## src/rtl/lcm_pkg.sv

```systemverilog
package lcm_pkg;

	////////////////////////////////////////////////////////////////////////////////
	// Timing
	localparam int CLK_MHZ       = 200;
	localparam int MEAS_PFM_US   = 50;
	localparam int MEAS_PWM_US   = 4;
	localparam int MEAS_PFM_CYC  = MEAS_PFM_US * CLK_MHZ;
	localparam int MEAS_PWM_CYC  = MEAS_PWM_US * CLK_MHZ;
	localparam int SW_FREQ_KHZ   = 3000;
	localparam int SW_PERIOD_CYC = CLK_MHZ * 1000 / SW_FREQ_KHZ;
	localparam int DITHER_PCT    = 5;
	localparam int DITHER_CYC    = SW_PERIOD_CYC * DITHER_PCT / 100;

	////////////////////////////////////////////////////////////////////////////////
	// Sizes and scaling
	localparam int NUM_CORES = 4;
	localparam int RESULT_W  = 10;
	localparam int MA_W      = 15;
	localparam int RATE_W    = 12;
	localparam int LSB_MA    = 20;

	////////////////////////////////////////////////////////////////////////////////
	// Register offsets
	localparam logic [7:0] ADDR_CORE_SEL    = 8'h00;
	localparam logic [7:0] ADDR_RESULT_LOW  = 8'h01;
	localparam logic [7:0] ADDR_RESULT_HIGH = 8'h02;
	localparam logic [7:0] ADDR_INT_FLAG    = 8'h03;
	localparam logic [7:0] ADDR_INT_MASK    = 8'h04;
	localparam logic [7:0] ADDR_CONFIG      = 8'h05;
	localparam logic [7:0] ADDR_FIXED_FREQ  = 8'h06;
	localparam logic [7:0] ADDR_RAMP_01     = 8'h07;
	localparam logic [7:0] ADDR_RAMP_23     = 8'h08;

	////////////////////////////////////////////////////////////////////////////////
	// Field positions and reset values
	localparam int MEAS_READY_BIT = 0;
	localparam int DITHER_EN_BIT  = 0;
	localparam int RAMP_LO_LSB    = 0;
	localparam int RAMP_HI_LSB    = 4;
	localparam logic [1:0] CORE_SEL_RST  = 2'h0;
	localparam logic       INT_MASK_RST  = 1'h0;
	localparam logic       DITHER_RST    = 1'h0;
	localparam logic [3:0] FIXED_RST     = 4'h0;
	localparam logic [2:0] RAMP_RST      = 3'h0;

	typedef struct packed {
		logic       wr;
		logic       rd;
		logic [7:0] addr;
		logic [7:0] wdata;
	} reg_req_t;

	typedef enum logic [1:0] {
		ST_IDLE    = 2'b00,
		ST_MEASURE = 2'b01,
		ST_LATCH   = 2'b10,
		ST_FLAG    = 2'b11
	} meas_state_t;

	// Ramp rate in units of 0.01 mV/us
	function automatic logic [RATE_W-1:0] ramp_rate_decode(input logic [2:0] code);
		case (code)
			3'h0:    ramp_rate_decode = 12'hbb8;
			3'h1:    ramp_rate_decode = 12'h5dc;
			3'h2:    ramp_rate_decode = 12'h3e8;
			3'h3:    ramp_rate_decode = 12'h2ee;
			3'h4:    ramp_rate_decode = 12'h17c;
			3'h5:    ramp_rate_decode = 12'h0be;
			3'h6:    ramp_rate_decode = 12'h05e;
			default: ramp_rate_decode = 12'h028;
		endcase
	endfunction : ramp_rate_decode

	function automatic logic [MA_W-1:0] scale_ma(input logic [RESULT_W-1:0] r);
		scale_ma = MA_W'(r) * MA_W'(LSB_MA);
	endfunction : scale_ma

endpackage : lcm_pkg

```

## src/rtl/ramp_rate_table.sv

```systemverilog
module ramp_rate_table (
	input  wire logic                                    i_clk,
	input  wire logic                                    i_sys_rst,
	input  wire logic [3:0][2:0]                         i_code,
	output logic      [3:0][lcm_pkg::RATE_W-1:0]         o_rate
);

	logic [3:0][lcm_pkg::RATE_W-1:0] rate_r;

	always_ff @(posedge i_clk or posedge i_sys_rst) begin
		if (i_sys_rst) begin
			rate_r <= '0;
		end else begin
			for (int k = 0; k < 4; k++) begin
				rate_r[k] <= lcm_pkg::ramp_rate_decode(i_code[k]);
			end
		end
	end

	assign o_rate = rate_r;
endmodule : ramp_rate_table

```

## src/rtl/phase_interleaver.sv

```systemverilog
module phase_interleaver #(
	parameter int PERIOD = lcm_pkg::SW_PERIOD_CYC,
	parameter int DITHER = lcm_pkg::DITHER_CYC
) (
	input  wire logic       i_clk,
	input  wire logic       i_sys_rst,
	input  wire logic       i_dither_en,
	output logic      [3:0] o_phase_start
);

	if (PERIOD < 8 || PERIOD > 120 || DITHER * 4 >= PERIOD) begin : g_chk
		$error("phase_interleaver: period or dither out of range");
	end

	localparam logic [6:0] P_NOM = 7'(PERIOD);
	localparam logic [6:0] P_MIN = 7'(PERIOD - DITHER);
	localparam int         SPAN  = 2 * DITHER + 1;

	logic [6:0] cnt_r;
	logic [6:0] period_r;
	logic [7:0] lfsr_r;
	logic [3:0] start_r;

	wire logic       wrap    = (cnt_r == period_r - 7'h01);
	wire logic [6:0] quarter = period_r >> 2;
	wire logic [6:0] dith_p  = P_MIN + 7'(lfsr_r % 8'(SPAN));
	wire logic [7:0] lfsr_nx = {lfsr_r[6:0], lfsr_r[7] ^ lfsr_r[5] ^ lfsr_r[4] ^ lfsr_r[3]};

	always_ff @(posedge i_clk or posedge i_sys_rst) begin
		if (i_sys_rst) begin
			cnt_r    <= 7'h00;
			period_r <= P_NOM;
			lfsr_r   <= 8'h01;
			start_r  <= 4'h0;
		end else begin
			lfsr_r <= lfsr_nx;
			cnt_r  <= wrap ? 7'h00 : cnt_r + 7'h01;
			// New period only at a wrap, so each cycle stays whole
			if (wrap) begin
				period_r <= i_dither_en ? dith_p : P_NOM;
			end
			for (int k = 0; k < 4; k++) begin
				start_r[k] <= (cnt_r == 7'(k) * quarter);
			end
		end
	end

	assign o_phase_start = start_r;
endmodule : phase_interleaver

```

## src/rtl/load_current_monitor.sv

```systemverilog
module load_current_monitor #(
	parameter int MEAS_PFM_CYCLES = lcm_pkg::MEAS_PFM_CYC,
	parameter int MEAS_PWM_CYCLES = lcm_pkg::MEAS_PWM_CYC
) (
	input  wire logic                                      i_clk,
	input  wire logic                                      i_sys_rst,
	input  wire lcm_pkg::reg_req_t                         i_reg_req,
	input  wire logic      [3:0]                           i_core_light_load,
	input  wire logic      [3:0][lcm_pkg::RESULT_W-1:0]    i_core_current_code,
	output logic           [7:0]                           o_rd_data,
	output logic                                           o_interrupt_request_n,
	output logic           [3:0]                           o_core_pwm,
	output logic           [3:0]                           o_core_phase_start,
	output logic           [3:0][lcm_pkg::RATE_W-1:0]      o_ramp_rate,
	output logic           [lcm_pkg::MA_W-1:0]             o_load_current_ma,
	output logic                                           o_meas_busy
);

	localparam int TW = $clog2(MEAS_PFM_CYCLES + 1);

	if (MEAS_PWM_CYCLES < 1 || MEAS_PWM_CYCLES > MEAS_PFM_CYCLES) begin : g_chk
		$error("load_current_monitor: measurement counts out of range");
	end

	localparam logic [TW-1:0] PFM_LOAD = TW'(MEAS_PFM_CYCLES - 1);
	localparam logic [TW-1:0] PWM_LOAD = TW'(MEAS_PWM_CYCLES - 1);

	////////////////////////////////////////////////////////////////////////////////
	// State

	lcm_pkg::meas_state_t            state_r;
	lcm_pkg::meas_state_t            state_nxt;
	logic [TW-1:0]                   tmr_r;
	logic [1:0]                      core_sel_r;
	logic [lcm_pkg::RESULT_W-1:0]    result_r;
	logic                            int_flag_r;
	logic                            int_mask_r;
	logic                            dither_en_r;
	logic [3:0]                      fixed_freq_r;
	logic [3:0][2:0]                 ramp_code_r;
	logic [3:0]                      core_pwm_r;
	logic [3:0]                      core_pwm_nxt;
	logic                            irq_n_r;
	logic [7:0]                      rd_data_r;
	logic [lcm_pkg::MA_W-1:0]        ma_r;
	logic                            busy_r;

	////////////////////////////////////////////////////////////////////////////////
	// Register decode

	wire logic [7:0] addr  = i_reg_req.addr;
	wire logic [7:0] wdata = i_reg_req.wdata;

	wire logic wr_sel   = i_reg_req.wr && (addr == lcm_pkg::ADDR_CORE_SEL);
	wire logic wr_flag  = i_reg_req.wr && (addr == lcm_pkg::ADDR_INT_FLAG);
	wire logic wr_mask  = i_reg_req.wr && (addr == lcm_pkg::ADDR_INT_MASK);
	wire logic wr_cfg   = i_reg_req.wr && (addr == lcm_pkg::ADDR_CONFIG);
	wire logic wr_fixed = i_reg_req.wr && (addr == lcm_pkg::ADDR_FIXED_FREQ);
	wire logic wr_r01   = i_reg_req.wr && (addr == lcm_pkg::ADDR_RAMP_01);
	wire logic wr_r23   = i_reg_req.wr && (addr == lcm_pkg::ADDR_RAMP_23);

	wire logic launch   = wr_sel;
	wire logic flag_clr = wr_flag && wdata[lcm_pkg::MEAS_READY_BIT];
	wire logic flag_set = (state_r == lcm_pkg::ST_FLAG);

	wire logic [1:0] new_core     = wdata[1:0];
	wire logic       new_core_pwm = core_pwm_r[new_core];
	// Duration is chosen from the mode the core is in when the write lands
	wire logic [TW-1:0] tmr_load  = new_core_pwm ? PWM_LOAD : PFM_LOAD;

	wire logic [lcm_pkg::RESULT_W-1:0] cur_code = i_core_current_code[core_sel_r];
	wire logic                         measuring = (state_r == lcm_pkg::ST_MEASURE);

	wire logic [7:0] ramp01 = {1'b0, ramp_code_r[1], 1'b0, ramp_code_r[0]};
	wire logic [7:0] ramp23 = {1'b0, ramp_code_r[3], 1'b0, ramp_code_r[2]};

	wire logic [7:0] rd_mux =
		(addr == lcm_pkg::ADDR_CORE_SEL)    ? {6'h00, core_sel_r} :
		(addr == lcm_pkg::ADDR_RESULT_LOW)  ? result_r[7:0] :
		(addr == lcm_pkg::ADDR_RESULT_HIGH) ? {6'h00, result_r[9:8]} :
		(addr == lcm_pkg::ADDR_INT_FLAG)    ? {7'h00, int_flag_r} :
		(addr == lcm_pkg::ADDR_INT_MASK)    ? {7'h00, int_mask_r} :
		(addr == lcm_pkg::ADDR_CONFIG)      ? {7'h00, dither_en_r} :
		(addr == lcm_pkg::ADDR_FIXED_FREQ)  ? {4'h0, fixed_freq_r} :
		(addr == lcm_pkg::ADDR_RAMP_01)     ? ramp01 :
		(addr == lcm_pkg::ADDR_RAMP_23)     ? ramp23 : 8'h00;

	////////////////////////////////////////////////////////////////////////////////
	// Core mode selection

	for (genvar k = 0; k < 4; k++) begin : g_mode
		// Forcing during measurement keeps the sense path in fixed frequency
		assign core_pwm_nxt[k] = fixed_freq_r[k] || !i_core_light_load[k]
			|| (measuring && core_sel_r == 2'(k));
	end

	////////////////////////////////////////////////////////////////////////////////
	// Measurement sequencer

	always_comb begin
		state_nxt = state_r;
		case (state_r)
			lcm_pkg::ST_IDLE:    state_nxt = lcm_pkg::ST_IDLE;
			lcm_pkg::ST_MEASURE: begin
				if (tmr_r == '0) begin
					state_nxt = lcm_pkg::ST_LATCH;
				end
			end
			lcm_pkg::ST_LATCH:   state_nxt = lcm_pkg::ST_FLAG;
			lcm_pkg::ST_FLAG:    state_nxt = lcm_pkg::ST_IDLE;
			default:             state_nxt = lcm_pkg::ST_IDLE;
		endcase
		// A fresh write always restarts, even mid-sequence
		if (launch) begin
			state_nxt = lcm_pkg::ST_MEASURE;
		end
	end

	always_ff @(posedge i_clk or posedge i_sys_rst) begin
		if (i_sys_rst) begin
			state_r    <= lcm_pkg::ST_IDLE;
			tmr_r      <= '0;
			core_sel_r <= lcm_pkg::CORE_SEL_RST;
		end else begin
			state_r <= state_nxt;
			if (launch) begin
				tmr_r      <= tmr_load;
				core_sel_r <= new_core;
			end else if (measuring && tmr_r != '0) begin
				tmr_r <= tmr_r - TW'(1);
			end
		end
	end

	// Result only moves on completion, one cycle before the flag
	always_ff @(posedge i_clk or posedge i_sys_rst) begin
		if (i_sys_rst) begin
			result_r <= '0;
		end else if (state_r == lcm_pkg::ST_LATCH) begin
			result_r <= cur_code;
		end
	end

	////////////////////////////////////////////////////////////////////////////////
	// Interrupt and configuration registers

	always_ff @(posedge i_clk or posedge i_sys_rst) begin
		if (i_sys_rst) begin
			int_flag_r   <= 1'b0;
			int_mask_r   <= lcm_pkg::INT_MASK_RST;
			dither_en_r  <= lcm_pkg::DITHER_RST;
			fixed_freq_r <= lcm_pkg::FIXED_RST;
			ramp_code_r  <= {4{lcm_pkg::RAMP_RST}};
		end else begin
			// Set beats a clear landing in the same cycle
			int_flag_r <= flag_set || (int_flag_r && !flag_clr);
			if (wr_mask) begin
				int_mask_r <= wdata[lcm_pkg::MEAS_READY_BIT];
			end
			if (wr_cfg) begin
				dither_en_r <= wdata[lcm_pkg::DITHER_EN_BIT];
			end
			if (wr_fixed) begin
				fixed_freq_r <= wdata[3:0];
			end
			if (wr_r01) begin
				ramp_code_r[0] <= wdata[lcm_pkg::RAMP_LO_LSB +: 3];
				ramp_code_r[1] <= wdata[lcm_pkg::RAMP_HI_LSB +: 3];
			end
			if (wr_r23) begin
				ramp_code_r[2] <= wdata[lcm_pkg::RAMP_LO_LSB +: 3];
				ramp_code_r[3] <= wdata[lcm_pkg::RAMP_HI_LSB +: 3];
			end
		end
	end

	always_ff @(posedge i_clk or posedge i_sys_rst) begin
		if (i_sys_rst) begin
			core_pwm_r <= 4'hf;
			irq_n_r    <= 1'b1;
			rd_data_r  <= 8'h00;
			ma_r       <= '0;
			busy_r     <= 1'b0;
		end else begin
			core_pwm_r <= core_pwm_nxt;
			irq_n_r    <= !(int_flag_r && !int_mask_r);
			if (i_reg_req.rd) begin
				rd_data_r <= rd_mux;
			end
			ma_r   <= lcm_pkg::scale_ma(result_r);
			busy_r <= (state_nxt != lcm_pkg::ST_IDLE);
		end
	end

	assign o_rd_data             = rd_data_r;
	assign o_interrupt_request_n = irq_n_r;
	assign o_core_pwm            = core_pwm_r;
	assign o_load_current_ma     = ma_r;
	assign o_meas_busy           = busy_r;

	////////////////////////////////////////////////////////////////////////////////
	// Switching timing and ramp decode

	phase_interleaver #(
		.PERIOD (lcm_pkg::SW_PERIOD_CYC),
		.DITHER (lcm_pkg::DITHER_CYC)
	) u_phase (
		.i_clk         (i_clk),
		.i_sys_rst     (i_sys_rst),
		.i_dither_en   (dither_en_r),
		.o_phase_start (o_core_phase_start)
	);

	ramp_rate_table u_ramp (
		.i_clk     (i_clk),
		.i_sys_rst (i_sys_rst),
		.i_code    (ramp_code_r),
		.o_rate    (o_ramp_rate)
	);

	for (genvar k = 0; k < 4; k++) begin : g_chk_mode

	end
endmodule : load_current_monitor

```

## config.mk

```make
export PLATFORM = sky130hd
export DESIGN_NAME = load_current_monitor
export DESIGN_NICKNAME = d
export VERILOG_FILES = /design/src/rtl/lcm_pkg.sv /design/src/rtl/ramp_rate_table.sv /design/src/rtl/phase_interleaver.sv /design/src/rtl/load_current_monitor.sv
export SDC_FILE = /design/constraint.sdc
export NUM_CORES = 1
export LEC_CHECK = 0
export ABC_AREA = 1
export BUFFER_PORTS_ARGS = -buffer_cell sky130_fd_sc_hd__buf_2
export CELL_PAD_IN_SITES_DETAIL_PLACEMENT = 1
export CELL_PAD_IN_SITES_GLOBAL_PLACEMENT = 2
export CORE_MARGIN = 3
export CORE_UTILIZATION = 35
export CTS_CLUSTER_DIAMETER = 100
export CTS_CLUSTER_SIZE = 30
export DETAILED_ROUTE_END_ITERATION = 16
export GPL_TIMING_DRIVEN = 0
export PLACE_DENSITY_LB_ADDON = 0.1
export SYNTH_ARGS = -nofsm -noshare
export SYNTH_HDL_FRONTEND = slang
export SYNTH_SLANG_ARGS = --single-unit
```

## constraint.sdc

```tcl
create_clock -name i_clk -period 14.7 [get_ports i_clk]
set_input_delay 4.41 -clock i_clk [delete_from_list [all_inputs] [get_ports i_clk]]
set_output_delay 4.41 -clock i_clk [all_outputs]
set_load 0.005 [all_outputs]
```

Word-level counts from Yosys, hierarchy flattened
Index checks and enable logic that the tools add are counted.
Word-level totals
  bits of input ports: 64
  output and inout port bits: 81
  logic and storage cells: 148
  bits in registers: 148
Operators by class
  equal/unequal tests: 42
  reduce and logical (&&, ||, !) cells: 44
  bitwise logic cells: 3
  $add $sub $neg: 4
  order comparisons: 2
  $mul: 2
  div/mod/pow operators: 1
  muxes and demuxes: 25
Operator list (number)
  $pmux W12 S7: 4
  $mux W7: 9
  $mux W14: 3
  $eq A3 B3 Y1 const B: 12
  $eq A8 B3 Y1 const B: 4
  $eq A3 B2 Y1 const B: 8
  $bmux W10 S2: 1
  $eq A8 B2 Y1 const B: 2
  $mux W8: 2
  $logic_and A1 B1 Y1: 15
  $eq A7 B7 Y1: 2
  $logic_not A14 Y1: 1
  $reduce_bool A14 Y1: 1
  $sub A14 B1 Y14 const B: 1
  $mul A10 B3 Y13 const B: 1
  $eq A3 B1 Y1 const B: 4
  $logic_not A3 Y1: 4
  $mux W10: 1
  $logic_or A1 B1 Y1: 9
  $eq A2 B2 Y1 const B: 4
  $eq A8 B1 Y1 const B: 1
  $eq A8 B4 Y1 const B: 1
  $logic_not A8 Y1: 1
  $mod A8 B3 Y8 const B: 1
  18 further kinds: 31

Longest topological paths before layout
  depth in word-level cells: 10
  gate-level depth with buffers: 34
  mapped depth without buffers: 34

By module
Synthesis repeated with hierarchy kept, for this count alone.
Second synthesis, totals
  cells, all modules: 923
  area, all modules: 7736.2 sq um
By module, submodules not included
  load_current_monitor: seq. area each 1858.0 sq um, cells an instance 482, times used 1, area each 3955.0 sq um
  phase_interleaver: seq. area each 654.4 sq um, cells an instance 285, times used 1, area each 2217.1 sq um
  ramp_rate_table: seq. area each 1026.0 sq um, cells an instance 156, times used 1, area each 1564.0 sq um

Worst setup path before layout
Ideal clock, no wire load.
  path type: input-to-reg
  start: in i_reg_req[15] (netlist bit)
  end: reg tmr_r[11]
  cell stages on the path: 17
  data arrival time: 6296 ps
  setup time: 77 ps
  slack: 8326 ps
  path buffers: 0
  data required time: 14623 ps
  cell sequence: nor2_1 > nand2_1 > nor2_1 > inv_1 > nor2_1 > inv_1 > nor2_2 > inv_1 > nand2_1 > inv_1 > nor4_2 > nand2_1 > nor3_1 > inv_1 > nor3_1 > o21ai_0 > a21oi_1
On the way
  word-level cells in the longest chain between the ends: 3
  elaborated cells between the ends (all ways): 4
  classes of those cells: 1 x mux; 3 x reduce/logical
Ends and longest elaborated chain
  start, declared: RTL line load_current_monitor.sv:7  | input wire lcm_pkg::reg_req_t i_reg_req,
  $logic_not A8 Y1 *: RTL line load_current_monitor.sv:54  | wire logic wr_sel = i_reg_req.wr && (addr == lcm_pkg::ADDR_CORE_SEL);
  $logic_and A1 B1 Y1 *: RTL line load_current_monitor.sv:54
  $mux W14 or $reduce_bool A2 Y1 (tied branches)
  end signal, assigned: RTL line load_current_monitor.sv:127  | tmr_r <= tmr_load;
  end signal, assigned: RTL line load_current_monitor.sv:130  | tmr_r <= tmr_r - TW'(1);
  end, declared: RTL line load_current_monitor.sv:33  | logic [TW-1:0] tmr_r;
Every way passes the cells marked *; elsewhere a longest branch is shown, timed or not.
A chain may end at the register's enable or synchronous reset.

Worst setup path in the final report
  start: in i_reg_req[13] (netlist bit)
  end: reg tmr_r[11]
The elaborated chain is that of the path after synthesis.

==> out/qor.json <==
{
  "cts_tree": {"value": "done"},
  "achievable-frequency": {"value": 147.4, "unit": "MHz"},
  "worstSkewPairLatency": {"value": 0.42, "unit": "ns"},
  "synth_instances": {"value": 850},
  "seq_area": {"value": 0.003538, "unit": "mm²"},
  "multiInputGateArea": {"value": 0.003258, "unit": "mm²"},
  "post_dp_cell_area": {"value": 0.008388, "unit": "mm²"},
  "port_buffers": {"value": 137},
  "timing.critical_path.to_type": {"value": "flip-flop"},
  "grt.met1_usage": {"value": 23.26, "unit": "%"},
  "global_route.usage.total": {"value": 18.11, "unit": "%"},
  "area.growth.synth_to_final": {"value": 21.86, "unit": "%"},
  "synthesis.yosys.warnings": {"value": 0},
  "cts.sink_count": {"value": 141},
  "regToRegStartpoint": {"value": "u_phase.lfsr_r[5]"},
  "postRouteAntennaNets": {"value": 0},
  "maximum_vdd_drop": {"value": 0.00006690, "unit": "V"},
  "timing.critical_path.from_type": {"value": "input port"},
  "grt_antenna_before_repair": {"value": 3},
  "synth-async-reset-ratio": {"value": 100.0, "unit": "%"},
  "hold_violations": {"value": 0},
  "globalRoute.totalOverflow": {"value": 0},
  "run_status": {"value": "finished clean"},
  "slew_headroom": {"value": 49.08, "unit": "%"},
  "drt_wirelength": {"value": 19590, "unit": "µm"},
  "setup_total_negative_slack": {"value": 0, "unit": "ns"},
  "post_synth.cell_area_avg": {"value": 8.604, "unit": "µm²"},
  "syn_area": {"value": 0.007313, "unit": "mm²"},
  "cts-hold-fix-buffers": {"value": 0},
  "detail_route.iter0.violations": {"value": 168},
  "wl_per_cell": {"value": 15.13, "unit": "µm"},
  "fill_cells": {"value": 2517},
  "critical-path-top-cell-by-count": {"value": "inv_1"},
  "r2r_slack": {"value": 10.73, "unit": "ns"},
  "critPathMaxFanout": {"value": 9},
  "use_met2": {"value": 30.77, "unit": "%"},
  "clock_tree.buffer_depth": {"value": 2},
  "gp_routability_congestion": {"value": 0.7746},
  "horizontal_die_dimension": {"value": 150.6, "unit": "µm"},
  "grtUsageMet3": {"value": 4.335, "unit": "%"},
  "rsz0062_at_grt": {"value": "false"},
  "synth.top_cell.area_share": {"value": 45.51, "unit": "%"},
  "hp-start": {"value": "u_phase.lfsr_r[1]"},
  "worst_hold_slack": {"value": 0.4298, "unit": "ns"},
  "core": {"value": 0.02036, "unit": "mm²"},
  "tightestPinTransition": {"value": 0.7568, "unit": "ns"},
  "power.density": {"value": 140.7, "unit": "mW/mm²"},
  "synth-seq-area-share": {"value": 48.38, "unit": "%"},
  "post-route-drc-count": {"value": 0},
  "die_y": {"value": 150.6, "unit": "µm"},
  "min_delay_worst_endpoint": {"value": "u_phase.lfsr_r[2]"},
  "hold_class": {"value": "flip-flop to flip-flop"},
  "grt_max_degree": {"value": 93},
  "detailed_place_hpwl": {"value": 15180, "unit": "µm"},
  "grt_pass1_wl": {"value": 32600, "unit": "µm"},
  "critical_path_buf_inv_count": {"value": 6},
  "start_util": {"value": 35.91, "unit": "%"},
  "largest_cells_by_area_after_synthesis": {"value": "dfrtp_1 (46%), nand2_1 (9.2%), ha_1 (5.8%)"},
  "drt_pass1_iterations": {"value": 4},
  "finalWorstPathRequiredPeriod": {"value": 6.783, "unit": "ns"},
  "yosys_register_bits": {"value": 141},
  "clk_root_buffer_cell": {"value": "clkbuf_16"},
  "path_class": {"value": "input port to flip-flop"},
  "fp.dieArea": {"value": 0.02267, "unit": "mm²"},
  "ports_placed_on_the_boundary": {"value": 145},
  "power.static_leakage": {"value": 0.004387, "unit": "µW"},
  "layout_worst_path_cycle_share": {"value": 46.14, "unit": "%"},
  "cts_buffers": {"value": 17},
  "post_cts.resized_instances": {"value": 0},
  "grt.busiest_layer": {"value": "met2"},
  "worst_path_max_delay_cell": {"value": "nor4_2"},
  "drt-vias-per-instance": {"value": 4.762},
  "cp_data_required_time": {"value": 15.04, "unit": "ns"},
  "clock-skew-final": {"value": 0.008266, "unit": "ns"},
  "holdPathStages": {"value": 0},
  "crit-reg2reg-capture": {"value": "u_phase.period_r[2]"},
  "cts.htree.levels": {"value": 4},
  "finalMaxSlewViolations": {"value": 0},
  "max-cap-violations": {"value": 0},
  "crit_path_cell_trace": {"value": "buf_2 > nor2_1 > nand2_1 > nor2_1 > inv_1 > nor2_1 > inv_1 > nor2_2 > inv_1 > nand2_1 > inv_1 > nor4_2 > nand2_1 > nor3_1 > inv_1 > nor3_1 > o21ai_0 > a21oi_1"},
  "crit_arrival": {"value": 7.13, "unit": "ns"},
  "worst-r2r-cell-count": {"value": 30},
  "num_vias": {"value": 6167},
  "finish.net_count": {"value": 1112},
  "layout-drive-gt1-share": {"value": 20.90, "unit": "%"},
  "synth-edff-count": {"value": 0},
  "critical-path-top-delay-family": {"value": "simple AND/OR/NAND/NOR gates"},
  "synth_top_area_cell": {"value": "dfrtp_1"},
  "prevailing_post_synth_register_cell": {"value": "dfrtp_1"},
  "std_cell_rows": {"value": 52},
  "critical_path.max_stage_delay": {"value": 0.27, "unit": "ns"},
  "number_of_global_route_vias_before_repair": {"value": 6459},
  "final_design_area_no_fill": {"value": 0.008912, "unit": "mm²"},
  "clkSlewWorstSetupHoldPaths": {"value": 0.06, "unit": "ns"},
  "report.final.setup_viol": {"value": 0},
  "yosysUniqueCellTypes": {"value": 51},
  "postCtsSetupBuffers": {"value": 0}
}
[cells by family after synthesis]
logic type               share of synthesized area, %
adder cells (fa/ha/maj)                         6.364
multiplexers                                   0.1369
buffers and inverters                           7.322
XOR/XNOR                                        4.174
other                                          0.1027
AO/OA/AOI/OAI                                   11.98
AND/OR/NAND/NOR                                 21.54
flip-flops                                      48.38
[worst register-to-register path, delay by kind of cell, from the launching register on]
kind | cells | cell delay, ns
AND/OR/NAND/NOR | 19 | 1.87
adder cells (fa/ha/maj) | 3 | 0.62
AO/OA/AOI/OAI | 3 | 0.55
flip-flops | 1 | 0.46
buffers and inverters | 5 | 0.35
[stage by stage]
stage	std cells	setup slack, ns	power (µW)	util, %
3_3_place_gp	1262	4.779	867.8	41.03
4_1_cts	1294	7.894	1274	43.75
2_1_floorplan	855	6.522	750.8	-
5_1_grt	1295	7.420	1355	43.76
6_report	1295	7.917	1254	43.76
3_5_place_dp	1263	7.455	878.5	41.19
[Yosys cell counts, types with 4 or more instances]
library cell,n
a31oi_1,4
nor4_1,4
inv_1,105
nand3_1,30
buf_4,9
clkbuf_1,16
nand2_2,10
a21oi_1,32
dfrtp_1,133
a22oi_1,11
o21ai_1,4
xnor2_1,10
o21ai_0,62
ha_1,34
a221oi_1,6
nor2_1,89
nand3_2,4
xor2_1,23
nor3_1,10
dfstp_2,8
nand2_1,180
o22ai_1,6
nand4_1,14
[worst max-delay path by stage]
stage,cells after the start,slack (ns),to,start
after floorplan,1,6.52,core_sel_r[0],i_sys_rst
after global placement,2,4.78,u_phase.o_phase_start[1],i_sys_rst
after detailed placement,18,7.45,tmr_r[11],i_reg_req[13]
after CTS,18,7.89,tmr_r[11],i_reg_req[13]
after global routing,18,7.42,tmr_r[11],i_reg_req[13]
final,18,7.92,tmr_r[11],i_reg_req[13]
[metal layers]
layer  share of wire (%)  vias up
met5                0.11        -
met1                  46     2946
met3                 4.5       19
met4                0.90        4
li1                    -     3096
met2                  48      102
[where the power goes]
group | total (µW) | switching (µW) | internal, µW
clock | 385 | 159 | 226
sequential | 505 | 47.4 | 457
combinational | 364 | 216 | 148
total | 1250 | 422 | 832
[final cells by class]
class | instances | area share (%)
inverter | 107 | 4.591
sequential | 141 | 39.70
clock buffer | 24 | 5.405
timing repair buffer | 138 | 8.002
clock inverter | 7 | 0.4492
buffer | 26 | 1.474
tap | 270 | 3.791
multi-input combinational | 581 | 36.56
antenna | 1 | 0.02808
[cell usage in the layout (no fill, tap or decap), types with 3 or more instances in the layout]
| cell | count |
|---|---|
| a41oi_1 | 3 |
| inv_1 | 104 |
| clkbuf_8 | 3 |
| buf_4 | 9 |
| dfstp_2 | 8 |
| o21ai_1 | 4 |
| o21a_1 | 3 |
| nand2_1 | 180 |
| buf_2 | 137 |
| xor2_1 | 23 |
| nor4_1 | 4 |
| clkbuf_1 | 20 |
| xnor2_1 | 10 |
| nor2_1 | 89 |
| nand3_1 | 30 |
| conb_1 | 7 |
| dfrtp_1 | 133 |
| a21oi_1 | 32 |
| clkbuf_16 | 17 |
| nand2_4 | 3 |
| nand3_2 | 4 |
| a221oi_1 | 6 |
| a31oi_1 | 4 |
| nor3_1 | 10 |
| nor2_2 | 3 |
| ha_1 | 34 |
| nand4_1 | 14 |
| o22ai_1 | 6 |
| nand2_2 | 10 |
| o21ai_0 | 62 |
| o211ai_1 | 3 |
| a22oi_1 | 11 |
| clkinv_2 | 5 |
| nand3b_1 | 3 |
[flip-flops by register name (all words and copies together) (netlist names), 4 cells and up]
register and flops:
fixed_freq_r 4, o_core_pwm 4, o_load_current_ma 13, o_rd_data 8
ramp01 6, ramp23 6, result_r 10, tmr_r 14
u_phase.cnt_r 7, u_phase.lfsr_r 8, u_phase.o_phase_start 4, u_phase.period_r 7
u_ramp.o_rate 41
No activity file was read; power rests on OpenSTA's default activity.
